**config.mk**
```make
export PLATFORM = sky130hd
export DESIGN_NAME = pm_access
export DESIGN_NICKNAME = d
export VERILOG_FILES = /design/src/logic/pm_access_pkg.sv /design/src/logic/row_buffer_mem.sv /design/src/logic/pm_access.sv
export SDC_FILE = /design/constraint.sdc
export NUM_CORES = 2
export LEC_CHECK = 0
export ABC_AREA = 1
export BUFFER_PORTS_ARGS = -buffer_cell sky130_fd_sc_hd__clkbuf_2
export CORE_AREA = 2 2 388 390
export DETAILED_ROUTE_END_ITERATION = 10
export DIE_AREA = 0 0 390 392
export PLACE_DENSITY = 0.76
export SYNTH_ARGS = -nofsm -noshare
export SYNTH_HDL_FRONTEND = slang
export SYNTH_SLANG_ARGS = --single-unit
export TNS_END_PERCENT = 5
```
**constraint.sdc**
```tcl
create_clock -name clk_sys_i -period 2.7 [get_ports clk_sys_i]
set_input_delay 0.54 -clock clk_sys_i [delete_from_list [all_inputs] [get_ports clk_sys_i]]
set_output_delay 0.54 -clock clk_sys_i [all_outputs]
set_load 0.05 [all_outputs]
```
**src/logic/pm_access_pkg.sv**
```systemverilog
// package: register map, field layout and timing constants of the program-memory access unit
package pm_access_pkg;
    // wishbone word offsets (byte addresses)
    localparam logic [7:0] OFF_FLASH_CONTROL = 8'h00;
    localparam logic [7:0] OFF_FLASH_UNLOCK_KEY = 8'h04;
    localparam logic [7:0] OFF_CORE_CONTROL = 8'h08;
    localparam logic [7:0] OFF_WINDOW_PAGE = 8'h0C;
    localparam logic [7:0] OFF_TABLE_PAGE = 8'h10;
    // flash_control fields and the core control window enable bit
    localparam int FC_WRITE_START = 15;
    localparam int FC_WRITE_ENABLE = 14;
    localparam int FC_SEQ_ERROR = 13;
    localparam int FC_ERASE_SELECT = 6;
    localparam int FC_OP_LSB = 0;
    localparam logic [15:0] FC_RESET = 16'h0000;
    localparam int CC_WINDOW_ENABLE = 2;
    // operation codes
    localparam logic [3:0] OP_ROW_PROGRAM = 4'h1;
    localparam logic [3:0] OP_PAGE_ERASE = 4'h2;
    localparam logic [3:0] OP_WORD_PROGRAM = 4'h3;
    localparam logic [3:0] OP_BULK_ERASE = 4'hF;
    // unlock key
    localparam logic [7:0] KEY_FIRST = 8'h55;
    localparam logic [7:0] KEY_SECOND = 8'hAA;
    // array geometry
    localparam int ROW_WORDS = 64;
    localparam int PAGE_ROWS = 8;
    localparam int ROW_AW = 6;
    localparam int PAGE_AW = 9;
    localparam int PROG_AW = 24;
    localparam int PROG_DW = 24;
    // extra cycles for window reads
    localparam logic [1:0] WIN_EXTRA_MOVE = 2'h1;
    localparam logic [1:0] WIN_EXTRA_OTHER = 2'h2;
    // nominal operation time
    localparam int OP_TIME_US = 4000;
    localparam int CLK_MHZ = 50;
    localparam int OP_CYCLES = OP_TIME_US * CLK_MHZ;
endpackage : pm_access_pkg

```
**src/logic/row_buffer_mem.sv**
```systemverilog
// memory: 64-word holding buffer, registered read port
`timescale 1ns/1ps
module row_buffer_mem import pm_access_pkg::*; (
    // clock
    input wire logic clk_sys_i,
    input wire logic ce_i,
    // write port
    input wire logic wr_i,
    input wire logic [ROW_AW-1:0] waddr_i,
    input wire logic [PROG_DW-1:0] wdata_i,
    input wire logic [2:0] wmask_i,
    // read port
    input wire logic [ROW_AW-1:0] raddr_i,
    output logic [PROG_DW-1:0] rdata_o
);
    logic [PROG_DW-1:0] mem [ROW_WORDS];

    // per-byte write lanes
    for (genvar b = 0; b < 3; b++) begin : g_lane
        always_ff @(posedge clk_sys_i) begin
            if (ce_i && wr_i && wmask_i[b]) begin
                mem[waddr_i][b*8 +: 8] <= wdata_i[b*8 +: 8];
            end
        end
    end

    always_ff @(posedge clk_sys_i) begin
        if (ce_i) begin
            rdata_o <= mem[raddr_i];
        end
    end
endmodule : row_buffer_mem

```
**src/logic/pm_access.sv**
```systemverilog
// top: program-memory visibility window, table access path and self-programming sequencer
//
// Register access over Wishbone and the register offsets are this design's own decisions.
`timescale 1ns/1ps
module pm_access import pm_access_pkg::*; #(
    parameter int OP_CYCLES_P = OP_CYCLES
) (
    // clock, enable, reset
    input wire logic clk_sys_i,
    input wire logic ce_i,
    input wire logic rstn_i,
    // wishbone slave
    input wire logic cyc_i,
    input wire logic stb_i,
    input wire logic we_i,
    input wire logic [7:0] adr_i,
    input wire logic [3:0] sel_i,
    input wire logic [31:0] dat_i,
    output logic [31:0] dat_o,
    output logic ack_o,
    // core data access
    input wire logic data_req_i,
    input wire logic [15:0] data_ea_i,
    input wire logic move_kind_i,
    input wire logic in_repeat_i,
    input wire logic rpt_edge_i,
    output logic win_hit_o,
    output logic [1:0] win_extra_o,
    output logic [15:0] win_data_o,
    output logic win_valid_o,
    // core table access
    input wire logic tbl_req_i,
    input wire logic tbl_write_i,
    input wire logic tbl_high_i,
    input wire logic tbl_byte_i,
    input wire logic [15:0] tbl_ea_i,
    input wire logic [15:0] tbl_wdata_i,
    output logic [15:0] tbl_rdata_o,
    output logic tbl_done_o,
    // program memory port
    output logic [PROG_AW-1:0] pm_addr_o,
    output logic pm_rd_o,
    input wire logic [PROG_DW-1:0] pm_rdata_i,
    output logic pm_wr_o,
    output logic [PROG_DW-1:0] pm_wdata_o,
    output logic pm_erase_o,
    output logic pm_bulk_o,
    // core stall
    output logic stall_o
);
    // =========================================================
    // register bus
    typedef enum logic [2:0] {ST_IDLE, ST_WIN2, ST_TBL, ST_OP, ST_PROG, ST_DONE} state_e;
    state_e st_r, st_nxt;
    logic [15:0] fc_r, fc_nxt;
    logic cc_win_r, cc_win_nxt;
    logic [7:0] wpage_r, wpage_nxt;
    logic [7:0] tpage_r, tpage_nxt;
    logic key_half_r, key_half_nxt;
    logic unlocked_r, unlocked_nxt;
    logic [31:0] dat_r, dat_nxt;
    logic ack_r, ack_nxt;
    logic [PROG_AW-1:0] addr_r, addr_nxt;
    logic [PROG_AW-1:0] base_r, base_nxt;
    logic [31:0] cnt_r, cnt_nxt;
    logic [ROW_AW-1:0] idx_r, idx_nxt;
    logic rd_r, rd_nxt, wr_r, wr_nxt, er_r, er_nxt, bulk_r, bulk_nxt;
    logic [PROG_DW-1:0] wdat_r, wdat_nxt;
    logic hit_r, hit_nxt, wval_r, wval_nxt, tdone_r, tdone_nxt;
    logic [1:0] extra_r, extra_nxt;
    logic [15:0] wdata_r, wdata_nxt, trd_r, trd_nxt;
    logic hi_r, hi_nxt, byte_r, byte_nxt, bsel_r, bsel_nxt;
    logic buf_wr;
    logic [2:0] buf_mask;
    logic [PROG_DW-1:0] buf_wdata, buf_rdata;
    logic [ROW_AW-1:0] buf_raddr;

    logic bus_req, bus_wr;
    logic [15:0] bus_wd;
    assign bus_req = cyc_i && stb_i && !ack_r;
    assign bus_wr = bus_req && we_i;
    assign bus_wd = {sel_i[1] ? dat_i[15:8] : 8'h00, sel_i[0] ? dat_i[7:0] : 8'h00};

    row_buffer_mem u_buf (
        .clk_sys_i(clk_sys_i),
        .ce_i(ce_i),
        .wr_i(buf_wr),
        .waddr_i(tbl_ea_i[ROW_AW:1]),
        .wdata_i(buf_wdata),
        .wmask_i(buf_mask),
        .raddr_i(buf_raddr),
        .rdata_o(buf_rdata)
    );

    // =========================================================
    // holding buffer write: table writes only touch the buffer
    always_comb begin
        buf_wr = (st_r == ST_IDLE) && tbl_req_i && tbl_write_i;
        buf_wdata = tbl_high_i ? {tbl_wdata_i[7:0], 16'h0000} : {8'h00, tbl_wdata_i};
        if (tbl_high_i) begin
            buf_mask = 3'b100;
        end else if (tbl_byte_i) begin
            buf_mask = tbl_ea_i[0] ? 3'b010 : 3'b001;
            buf_wdata = {8'h00, tbl_wdata_i[7:0], tbl_wdata_i[7:0]};
        end else begin
            buf_mask = 3'b011;
        end
        buf_raddr = idx_r;
    end

    // =========================================================
    // sequencer and registers
    always_comb begin
        st_nxt = st_r;
        fc_nxt = fc_r;
        cc_win_nxt = cc_win_r;
        wpage_nxt = wpage_r;
        tpage_nxt = tpage_r;
        key_half_nxt = key_half_r;
        unlocked_nxt = unlocked_r;
        dat_nxt = dat_r;
        ack_nxt = 1'b0;
        addr_nxt = addr_r;
        base_nxt = base_r;
        cnt_nxt = cnt_r;
        idx_nxt = idx_r;
        rd_nxt = 1'b0;
        wr_nxt = 1'b0;
        er_nxt = 1'b0;
        bulk_nxt = 1'b0;
        wdat_nxt = wdat_r;
        hit_nxt = 1'b0;
        wval_nxt = 1'b0;
        tdone_nxt = 1'b0;
        extra_nxt = extra_r;
        wdata_nxt = wdata_r;
        trd_nxt = trd_r;
        hi_nxt = hi_r;
        byte_nxt = byte_r;
        bsel_nxt = bsel_r;

        // bus access outside ST_OP and ST_PROG, answered one cycle after the request is seen
        if (bus_req && st_r != ST_OP && st_r != ST_PROG) begin
            ack_nxt = 1'b1;
            dat_nxt = 32'h0000_0000;
            if (bus_wr && adr_i != OFF_FLASH_UNLOCK_KEY) begin
                key_half_nxt = 1'b0;
            end
            unique case (adr_i)
                OFF_FLASH_CONTROL: begin
                    dat_nxt[15:0] = fc_r & 16'hE04F;
                    if (bus_wr) begin
                        fc_nxt = (bus_wd & 16'h404F) | (fc_r & (16'h1 << FC_SEQ_ERROR));
                        if (bus_wd[FC_WRITE_START]) begin
                            unlocked_nxt = 1'b0;
                            if (!unlocked_r || !bus_wd[FC_WRITE_ENABLE]) begin
                                fc_nxt[FC_SEQ_ERROR] = 1'b1;
                            end else begin
                                fc_nxt[FC_SEQ_ERROR] = 1'b0;
                                fc_nxt[FC_WRITE_START] = 1'b1;
                                st_nxt = ST_OP;
                                cnt_nxt = 32'(OP_CYCLES_P);
                                idx_nxt = '0;
                            end
                        end
                    end
                end
                OFF_FLASH_UNLOCK_KEY: begin
                    if (bus_wr) begin
                        if (bus_wd[7:0] == KEY_FIRST) begin
                            key_half_nxt = 1'b1;
                        end else begin
                            key_half_nxt = 1'b0;
                            unlocked_nxt = key_half_r && bus_wd[7:0] == KEY_SECOND;
                        end
                    end
                end
                OFF_CORE_CONTROL: begin
                    dat_nxt[CC_WINDOW_ENABLE] = cc_win_r;
                    if (bus_wr) cc_win_nxt = bus_wd[CC_WINDOW_ENABLE];
                end
                OFF_WINDOW_PAGE: begin
                    dat_nxt[7:0] = wpage_r;
                    if (bus_wr) wpage_nxt = bus_wd[7:0];
                end
                OFF_TABLE_PAGE: begin
                    dat_nxt[7:0] = tpage_r;
                    if (bus_wr) tpage_nxt = bus_wd[7:0];
                end
                default: dat_nxt = 32'h0000_0000;
            endcase
        end

        unique case (st_r)
            ST_IDLE: begin
                if (tbl_req_i) begin
                    // table path has priority: window suspended meanwhile
                    addr_nxt = {tpage_r, tbl_ea_i};
                    base_nxt = {tpage_r, tbl_ea_i};
                    hi_nxt = tbl_high_i;
                    byte_nxt = tbl_byte_i;
                    bsel_nxt = tbl_ea_i[0];
                    rd_nxt = !tbl_write_i;
                    st_nxt = ST_TBL;
                end else if (data_req_i && data_ea_i[15] && cc_win_r) begin
                    addr_nxt = {1'b0, wpage_r, data_ea_i[14:0]};
                    rd_nxt = 1'b1;
                    hit_nxt = 1'b1;
                    if (in_repeat_i) begin
                        extra_nxt = rpt_edge_i ? WIN_EXTRA_OTHER : WIN_EXTRA_MOVE;
                    end else begin
                        extra_nxt = move_kind_i ? WIN_EXTRA_MOVE : WIN_EXTRA_OTHER;
                    end
                    st_nxt = ST_WIN2;
                end
            end
            ST_WIN2: begin
                // second fetch cycle; low word only
                wdata_nxt = pm_rdata_i[15:0];
                wval_nxt = 1'b1;
                st_nxt = ST_IDLE;
            end
            ST_TBL: begin
                if (hi_r) begin
                    trd_nxt = (byte_r && bsel_r) ? 16'h0000 : {8'h00, pm_rdata_i[23:16]};
                end else if (byte_r) begin
                    trd_nxt = {8'h00, bsel_r ? pm_rdata_i[15:8] : pm_rdata_i[7:0]};
                end else begin
                    trd_nxt = pm_rdata_i[15:0];
                end
                tdone_nxt = 1'b1;
                st_nxt = ST_IDLE;
            end
            ST_OP: begin
                // operation decode from the latched control bits
                st_nxt = ST_DONE;
                if (fc_r[FC_ERASE_SELECT]) begin
                    if (fc_r[3:0] == OP_PAGE_ERASE) begin
                        addr_nxt = base_r & ~PROG_AW'((1 << (PAGE_AW + 1)) - 1);
                        er_nxt = 1'b1;
                        st_nxt = ST_PROG;
                    end else if (fc_r[3:0] == OP_BULK_ERASE) begin
                        bulk_nxt = 1'b1;
                        st_nxt = ST_PROG;
                    end
                end else if (fc_r[3:0] == OP_ROW_PROGRAM) begin
                    addr_nxt = base_r & ~PROG_AW'((1 << (ROW_AW + 1)) - 1);
                    idx_nxt = '0;
                    st_nxt = ST_PROG;
                end else if (fc_r[3:0] == OP_WORD_PROGRAM) begin
                    addr_nxt = {base_r[PROG_AW-1:1], 1'b0};
                    idx_nxt = base_r[ROW_AW:1];
                    st_nxt = ST_PROG;
                end
                // other codes go straight to done, array untouched
            end
            ST_PROG: begin
                if (cnt_r != 32'h0000_0000) cnt_nxt = cnt_r - 32'h0000_0001;
                if (!fc_r[FC_ERASE_SELECT] && cnt_r == 32'(OP_CYCLES_P) - 32'h0000_0001) begin
                    wr_nxt = 1'b1;
                    wdat_nxt = buf_rdata;
                end else if (!fc_r[FC_ERASE_SELECT] && wr_r && fc_r[3:0] == OP_ROW_PROGRAM
                             && idx_r != ROW_AW'(ROW_WORDS - 1)) begin
                    idx_nxt = idx_r + 1'b1;
                    addr_nxt = addr_r + PROG_AW'(2);
                end
                if (wr_r && fc_r[3:0] == OP_ROW_PROGRAM && idx_r != ROW_AW'(ROW_WORDS - 1)) begin
                    wr_nxt = 1'b0;
                    cnt_nxt = 32'(OP_CYCLES_P);
                end
                if (cnt_r == 32'h0000_0001) st_nxt = ST_DONE;
            end
            ST_DONE: begin
                fc_nxt[FC_WRITE_START] = 1'b0;
                st_nxt = ST_IDLE;
            end
            default: st_nxt = ST_IDLE;
        endcase
    end

    always_ff @(posedge clk_sys_i or negedge rstn_i) begin
        if (!rstn_i) begin
            st_r <= ST_IDLE;
            fc_r <= FC_RESET;
            cc_win_r <= 1'b0;
            wpage_r <= 8'h00;
            tpage_r <= 8'h00;
            key_half_r <= 1'b0;
            unlocked_r <= 1'b0;
            dat_r <= 32'h0000_0000;
            ack_r <= 1'b0;
            addr_r <= '0;
            base_r <= '0;
            cnt_r <= 32'h0000_0000;
            idx_r <= '0;
            rd_r <= 1'b0;
            wr_r <= 1'b0;
            er_r <= 1'b0;
            bulk_r <= 1'b0;
            wdat_r <= '0;
            hit_r <= 1'b0;
            wval_r <= 1'b0;
            tdone_r <= 1'b0;
            extra_r <= 2'h0;
            wdata_r <= 16'h0000;
            trd_r <= 16'h0000;
            hi_r <= 1'b0;
            byte_r <= 1'b0;
            bsel_r <= 1'b0;
        end else if (ce_i) begin
            st_r <= st_nxt;
            fc_r <= fc_nxt;
            cc_win_r <= cc_win_nxt;
            wpage_r <= wpage_nxt;
            tpage_r <= tpage_nxt;
            key_half_r <= key_half_nxt;
            unlocked_r <= unlocked_nxt;
            dat_r <= dat_nxt;
            ack_r <= ack_nxt;
            addr_r <= addr_nxt;
            base_r <= base_nxt;
            cnt_r <= cnt_nxt;
            idx_r <= idx_nxt;
            rd_r <= rd_nxt;
            wr_r <= wr_nxt;
            er_r <= er_nxt;
            bulk_r <= bulk_nxt;
            wdat_r <= wdat_nxt;
            hit_r <= hit_nxt;
            wval_r <= wval_nxt;
            tdone_r <= tdone_nxt;
            extra_r <= extra_nxt;
            wdata_r <= wdata_nxt;
            trd_r <= trd_nxt;
            hi_r <= hi_nxt;
            byte_r <= byte_nxt;
            bsel_r <= bsel_nxt;
        end
    end

    // =========================================================
    // outputs, all from flip-flops
    assign dat_o = dat_r;
    assign ack_o = ack_r;
    assign win_hit_o = hit_r;
    assign win_extra_o = extra_r;
    assign win_data_o = wdata_r;
    assign win_valid_o = wval_r;
    assign tbl_rdata_o = trd_r;
    assign tbl_done_o = tdone_r;
    assign pm_addr_o = addr_r;
    assign pm_rd_o = rd_r;
    assign pm_wr_o = wr_r;
    assign pm_wdata_o = wdat_r;
    assign pm_erase_o = er_r;
    assign pm_bulk_o = bulk_r;
    assign stall_o = fc_r[FC_WRITE_START];
endmodule : pm_access

```
; ---- Word level (Yosys, flattened, before mapping)
; Memories as Yosys holds them, arrays and structs flattened. A register that Yosys moved wholly into a read port is not among the register bits.
; Index checks and enable logic that the tools add are counted.
[word_totals]
ff_bits = 209
mem_bits_rw = 1536
memories = 1
input_bits = 130
[mem_list]
columns = memory, words, word_bits, rd, rd_clocked_by_memory_dff, write_ports, line_no
row1 = u_buf.mem, 64, 24, 1, 1, 1, row_buffer_mem.sv:16  ; logic [PROG_DW-1:0] mem [ROW_WORDS];
[op_classes]
reduce_logical = 49
n_addsub = 3
mux = 102
n_eq_ne = 30
bitwise = 2
[ops]
columns = cell, n
row1 = two-way mux 24 bit, 11
row2 = two-way mux 32 bit, 8
row3 = two-way mux 16 bit, 5
row4 = case mux 24 bit (3 select lines), 1
row5 = two-way mux 6 bit, 10
row6 = two-way mux 1 bit, 41
row7 = two-way mux 8 bit, 5
row8 = "== test 32 x 1 -> 1 bit, second input constant", 1
row9 = "== test 32 x 18 -> 1 bit, second input constant", 1
row10 = nonzero test 32 bit, 1
row11 = "subtractor 32 x 1 -> 32 bit, second input constant", 1
row12 = two-way mux 3 bit, 10
row13 = "adder 24 x 2 -> 24 bit, second input constant", 1
row14 = AND reduction 4 bit, 6
row15 = logical AND 1 bit, 22
row16 = "== test 8 x 4 -> 1 bit, second input constant", 2
row17 = OR 15 x 14 -> 15 bit, 1
row18 = case mux 5 bit (3 select lines), 1
row19 = AND reduction 7 bit, 2
row20 = "!= test 2 bit, second input constant", 6
row21 = case mux 6 bit (2 select lines), 1
row22 = two-way mux 2 bit, 5
row23 = case mux 3 bit (3 select lines), 1
row24 = "== test 4 x 2 -> 1 bit, second input constant", 2
row25 = 27 further kinds, 41

; ---- Logic depth before layout (Yosys ltp)
[depth]
ltp_word = 12
depth_mapped = 14
mapped_depth_nobuf = 13

; ---- Hierarchy
; Synthesis repeated with hierarchy kept, for this count alone.
[unflattened]
hier_cells = 6999
hier_area_um2 = 75302.2
[modules_own_cells]
columns = mod, cells_per_inst, area_each_um2, seq_area_each_um2, instances
row1 = row_buffer_mem, 5435, 63830.0, 46844.9, 1
row2 = pm_access, 1564, 11472.3, 4879.7, 1

; ---- Worst setup path after synthesis
; No wires, ideal clock.
[synth_timing]
path_type = input-to-reg
from = input tbl_high_i
to = memory u_buf.mem[0][10] (data pin)
stages = 5
arrival_ps = 3009
setup_ps = 548
path_slack_ps = -858
t_required_ps = 2152
cell_sequence = clkbuf_1 > inv_1 > clkbuf_1 > o21ai_0 > a21oi_1
[synth_between]
elab_chain_cells = 3
[synth_rtl]
columns = element, line_no
row1 = start: declaration, pm_access.sv:34  ; input wire logic tbl_high_i,
row2 = two-way mux 24 bit, pm_access.sv:99  ; buf_wdata = tbl_high_i ? {tbl_wdata_i[7:0], 16'h0000} : {8'h00, tbl_wdata_i};
row3 = two-way mux 24 bit, pm_access.sv:102  ; end else if (tbl_byte_i) begin
row4 = two-way mux 24 bit *, pm_access.sv:100  ; if (tbl_high_i) begin
row5 = via buf_wdata[10], pm_access.sv:75  ; logic [PROG_DW-1:0] buf_wdata, buf_rdata;
row6 = end: declaration, row_buffer_mem.sv:16
; The timed path passes the listed nets; every way through them passes the cells marked *.

==> run metrics <==
outcome=finished, final reports clean; Synth Area in Simple Gates=15.87%; CTS tree=built; Detailed Routing Iterations Pass 1=8; post-layout power=84.16 mW; r2r endpoint=u_buf.rdata_o[18]; largest net degree at the start of global routing=99; post-DR vias/cell=5.992; most used cell, CP=nand2_1; CTS buffer count=173; maximum buffer depth of the clock tree=3; Post-CTS Resized=0; Hold WC Path Type=in2reg; fin cells=9209; min cycle time layout=2.564 ns; Yosys cell types=52; compound-gate portion of the synthesized area=10.22%; dpl hpwl=136.1 mm; CP max FO=37; Max Cap Viol=0; Final Util=57.51%; RSZ-0062 raised after global routing=no; fmax=390.0 MHz; Layout area overhead=15.84%; CP bufs+invs=3; Tightest Pin Transition=0.8931 ns; Cell Chain, Critical Path=buf_12, buf_12, buf_12, o21ai_0, o22ai_1, nand2_1, nand2_1, nand2_1, nand3_1, nand3_1, nand2_1; 1st-iter DRT viols=8839; Tcrit/Tclk final=94.98%; cell area after synthesis=0.07392 mm²; xor/xnor share of the synthesized area=0.09479%; Data required, critical path=3.38 ns; CTS sink count=1755; GRT Total Usage=27.79%; count of cell instances traversed by the critical path=11; clk slew on worst S/H paths=0.06 ns; share of layout cells above drive strength 1=13.18%; gp weighted congestion=0.9486; Post-Synth Adder-Cell Area=0.08464%; mux cell area share after synthesis=0.1219%; power density over cell area=982.8 mW/mm²; Slowest cell on crit path=dfrtp_4; CP arrival=3.25 ns; WL final=217.2 mm; Placement Cell Area=0.07974 mm²; reg-to-reg critical path startpoint=buf_raddr[0]; total gr overflow=0; synthesized flop and latch total=1755; Yosys Warn Count=0; Final Hold Fails=0; final worst slack=0.1356 ns; Final ANT Viol Nets=0; total placed cells including tap cells=8853; root buffer cell=clkbuf_16; kind of critical path=reg2reg; worst reg-to-reg path cell count=11; CP startpoint kind=register; sequential share of the synthesized area=69.98%; Worst R2R Setup Slack=0.14 ns; delay-heaviest family, CP=buffers and inverters; fraction of registers with async set/reset=11.11%; Setup TNS=0 ns; CP endpoint kind=register; Clock Latency Late Sink=0.84 ns; first-pass GRT wire length=320.9 mm; chip height=392 µm; Critical Path Start=buf_raddr[0]; Die Area=0.1529 mm²; Layout Skew=0.05249 ns; Critical Path Sink=u_buf.rdata_o[18]; I/O Pins=253; hold slack final=0.02816 ns; Die X=390 µm; Core Rows=142; Post-Place Setup Slack=0.1479 ns; post-route cell area=0.08563 mm²; Synth Instances=6730; routed vias=55179; Nets=7247; Initial Util=49.65%; Lkg Pwr=31.52 nW; wire per inst=23.58 µm; DRC=0; H-Tree Depth=4; Syn Area/Cell=10.98 µm²; final setup violation count=0; antenna violations before repair=12; max-slew violation count=0; Post-synth top flop=edfxtp_1; EDFF count, synth=1560; largest family of logic cells by synthesized area=simple AND/OR/NAND/NOR gates; crit-path max cell delay=0.53 ns; Core Area=0.1489 mm²; Rel. slew slack=40.46%; Max VDD drop=0.0008181 V; vias in the first global route=52213; Port Buffers=207
[cells by family (layout without fill, tap and decap cells)]
kind of cell	after synthesis	count (layout)
xor+xnor	8	8
buf+inv	627	1136
simple gates	2937	2937
mux	8	8
flops	1755	1755
compound gates	1389	1389
other cells	1	27
fa+ha+maj	5	5
[registers in the layout, summed over array words and instances (netlist names), 11 cells and up, named ones only]
| signal | count |
|---|---|
| u_buf.mem | 1536 |
| cnt_r | 32 |
| base_r | 24 |
| pm_addr_o | 24 |
| pm_wdata_o | 24 |
| u_buf.rdata_o | 24 |
| tbl_rdata_o | 16 |
| win_data_o | 16 |
| dat_o | 11 |
[where the power goes]
group / internal, mW / total, mW / switching (mW)
sequential: 30.6 / 31.6 / 0.964
combinational: 8.47 / 28.8 / 20.3
clock: 13.3 / 23.8 / 10.5
total: 52.3 / 84.2 / 31.8
[routing by layer]
layer | vias up | GRT usage [%] | wire length (µm)
met5 | - | 0.1914 | 100
met4 | 12 | 13.93 | 11250
met3 | 560 | 6.247 | 25960
met2 | 3629 | 43.59 | 99920
met1 | 26589 | 36.57 | 79930
li1 | 24389 | - | -
[worst reg2reg max path, cell delays in order (launching register included)]
cell     delay, ns
dfrtp_4       0.53
buf_12        0.22
buf_12        0.26
buf_12        0.26
o21ai_0       0.11
o22ai_1       0.39
nand2_1       0.10
nand2_1       0.08
nand2_1       0.07
nand3_1       0.12
nand3_1       0.16
nand2_1       0.12
[how the worst min path moves through the flow]
stage                            startpoint                    endpoint  slack [ns]  cells after the start
after floorplan                      rstn_i  asynchronous set/reset pin        0.24                      0
after global placement    u_buf.rdata_o[10]              pm_wdata_o[10]        0.43                      2
after detailed placement   u_buf.rdata_o[9]               pm_wdata_o[9]        0.43                      2
after CTS                    pm_rdata_i[18]              tbl_rdata_o[2]       0.002                      3
after global routing            tbl_write_i                     pm_rd_o        0.01                      2
final                           tbl_write_i                     pm_rd_o        0.03                      2
[synth_stat cells (3+ instances only)]
library cell,instances,share of area [%]
dfrtp_1,195,6.6
a211oi_1,3,0.030
clkbuf_1,265,1.3
a21oi_1,86,0.58
nor2_4,5,0.076
nor3_1,34,0.23
buf_2,83,0.56
nand3_1,309,2.1
nand3_2,4,0.054
buf_1,33,0.17
xor2_1,6,0.071
or2_2,5,0.042
o211ai_1,13,0.13
ha_1,5,0.085
nor2_2,11,0.093
inv_2,10,0.051
o21bai_1,5,0.051
edfxtp_1,1560,63
nand2_1,1455,7.4
o21ai_1,17,0.12
nand2_2,9,0.076
o21ai_0,877,5.9
nand4_1,26,0.22
buf_4,50,0.51
a31oi_1,8,0.068
mux2_2,8,0.12
buf_6,5,0.076
nand3b_1,3,0.030
nor2_1,1066,5.4
inv_1,177,0.90
o22ai_1,365,3.1
[cell type report]
cell class	instances	area, µm²
Multi-Input combinational cell	4368	19770
Fill cell	11661	63260
Antenna cell	6	15.01
Inverter	190	743.2
Clock buffer	224	4667
Timing Repair Buffer	624	5338
Clock inverter	98	922.1
Sequential cell	1755	51740
Tap cell	1944	2432
[layout by cell type, fill, tap and decap left out, types with 14 or more instances in the layout]
cell and instances:
nor2_4 14, clkbuf_1 38, buf_12 87, o22ai_1 365
conb_1 21, nor2_1 1057, nand2_1 1455, clkinv_1 30
edfxtp_1 1560, dfrtp_1 190, dlygate4sd3_1 28, nand4_1 26
nor3_1 29, buf_4 303, clkbuf_16 175, inv_1 167
inv_2 19, clkinv_2 41, clkbuf_2 205, o21ai_0 877
a21oi_1 78, o21ai_1 17, nand3_1 308
[timing repair]
action / 4_1_cts / 5_1_grt
hold buffers: 28 / 0
setup buffers: 0 / 0
endpoints found under the hold margin: 61 / 0
Power figures use the tool's default switching activity.
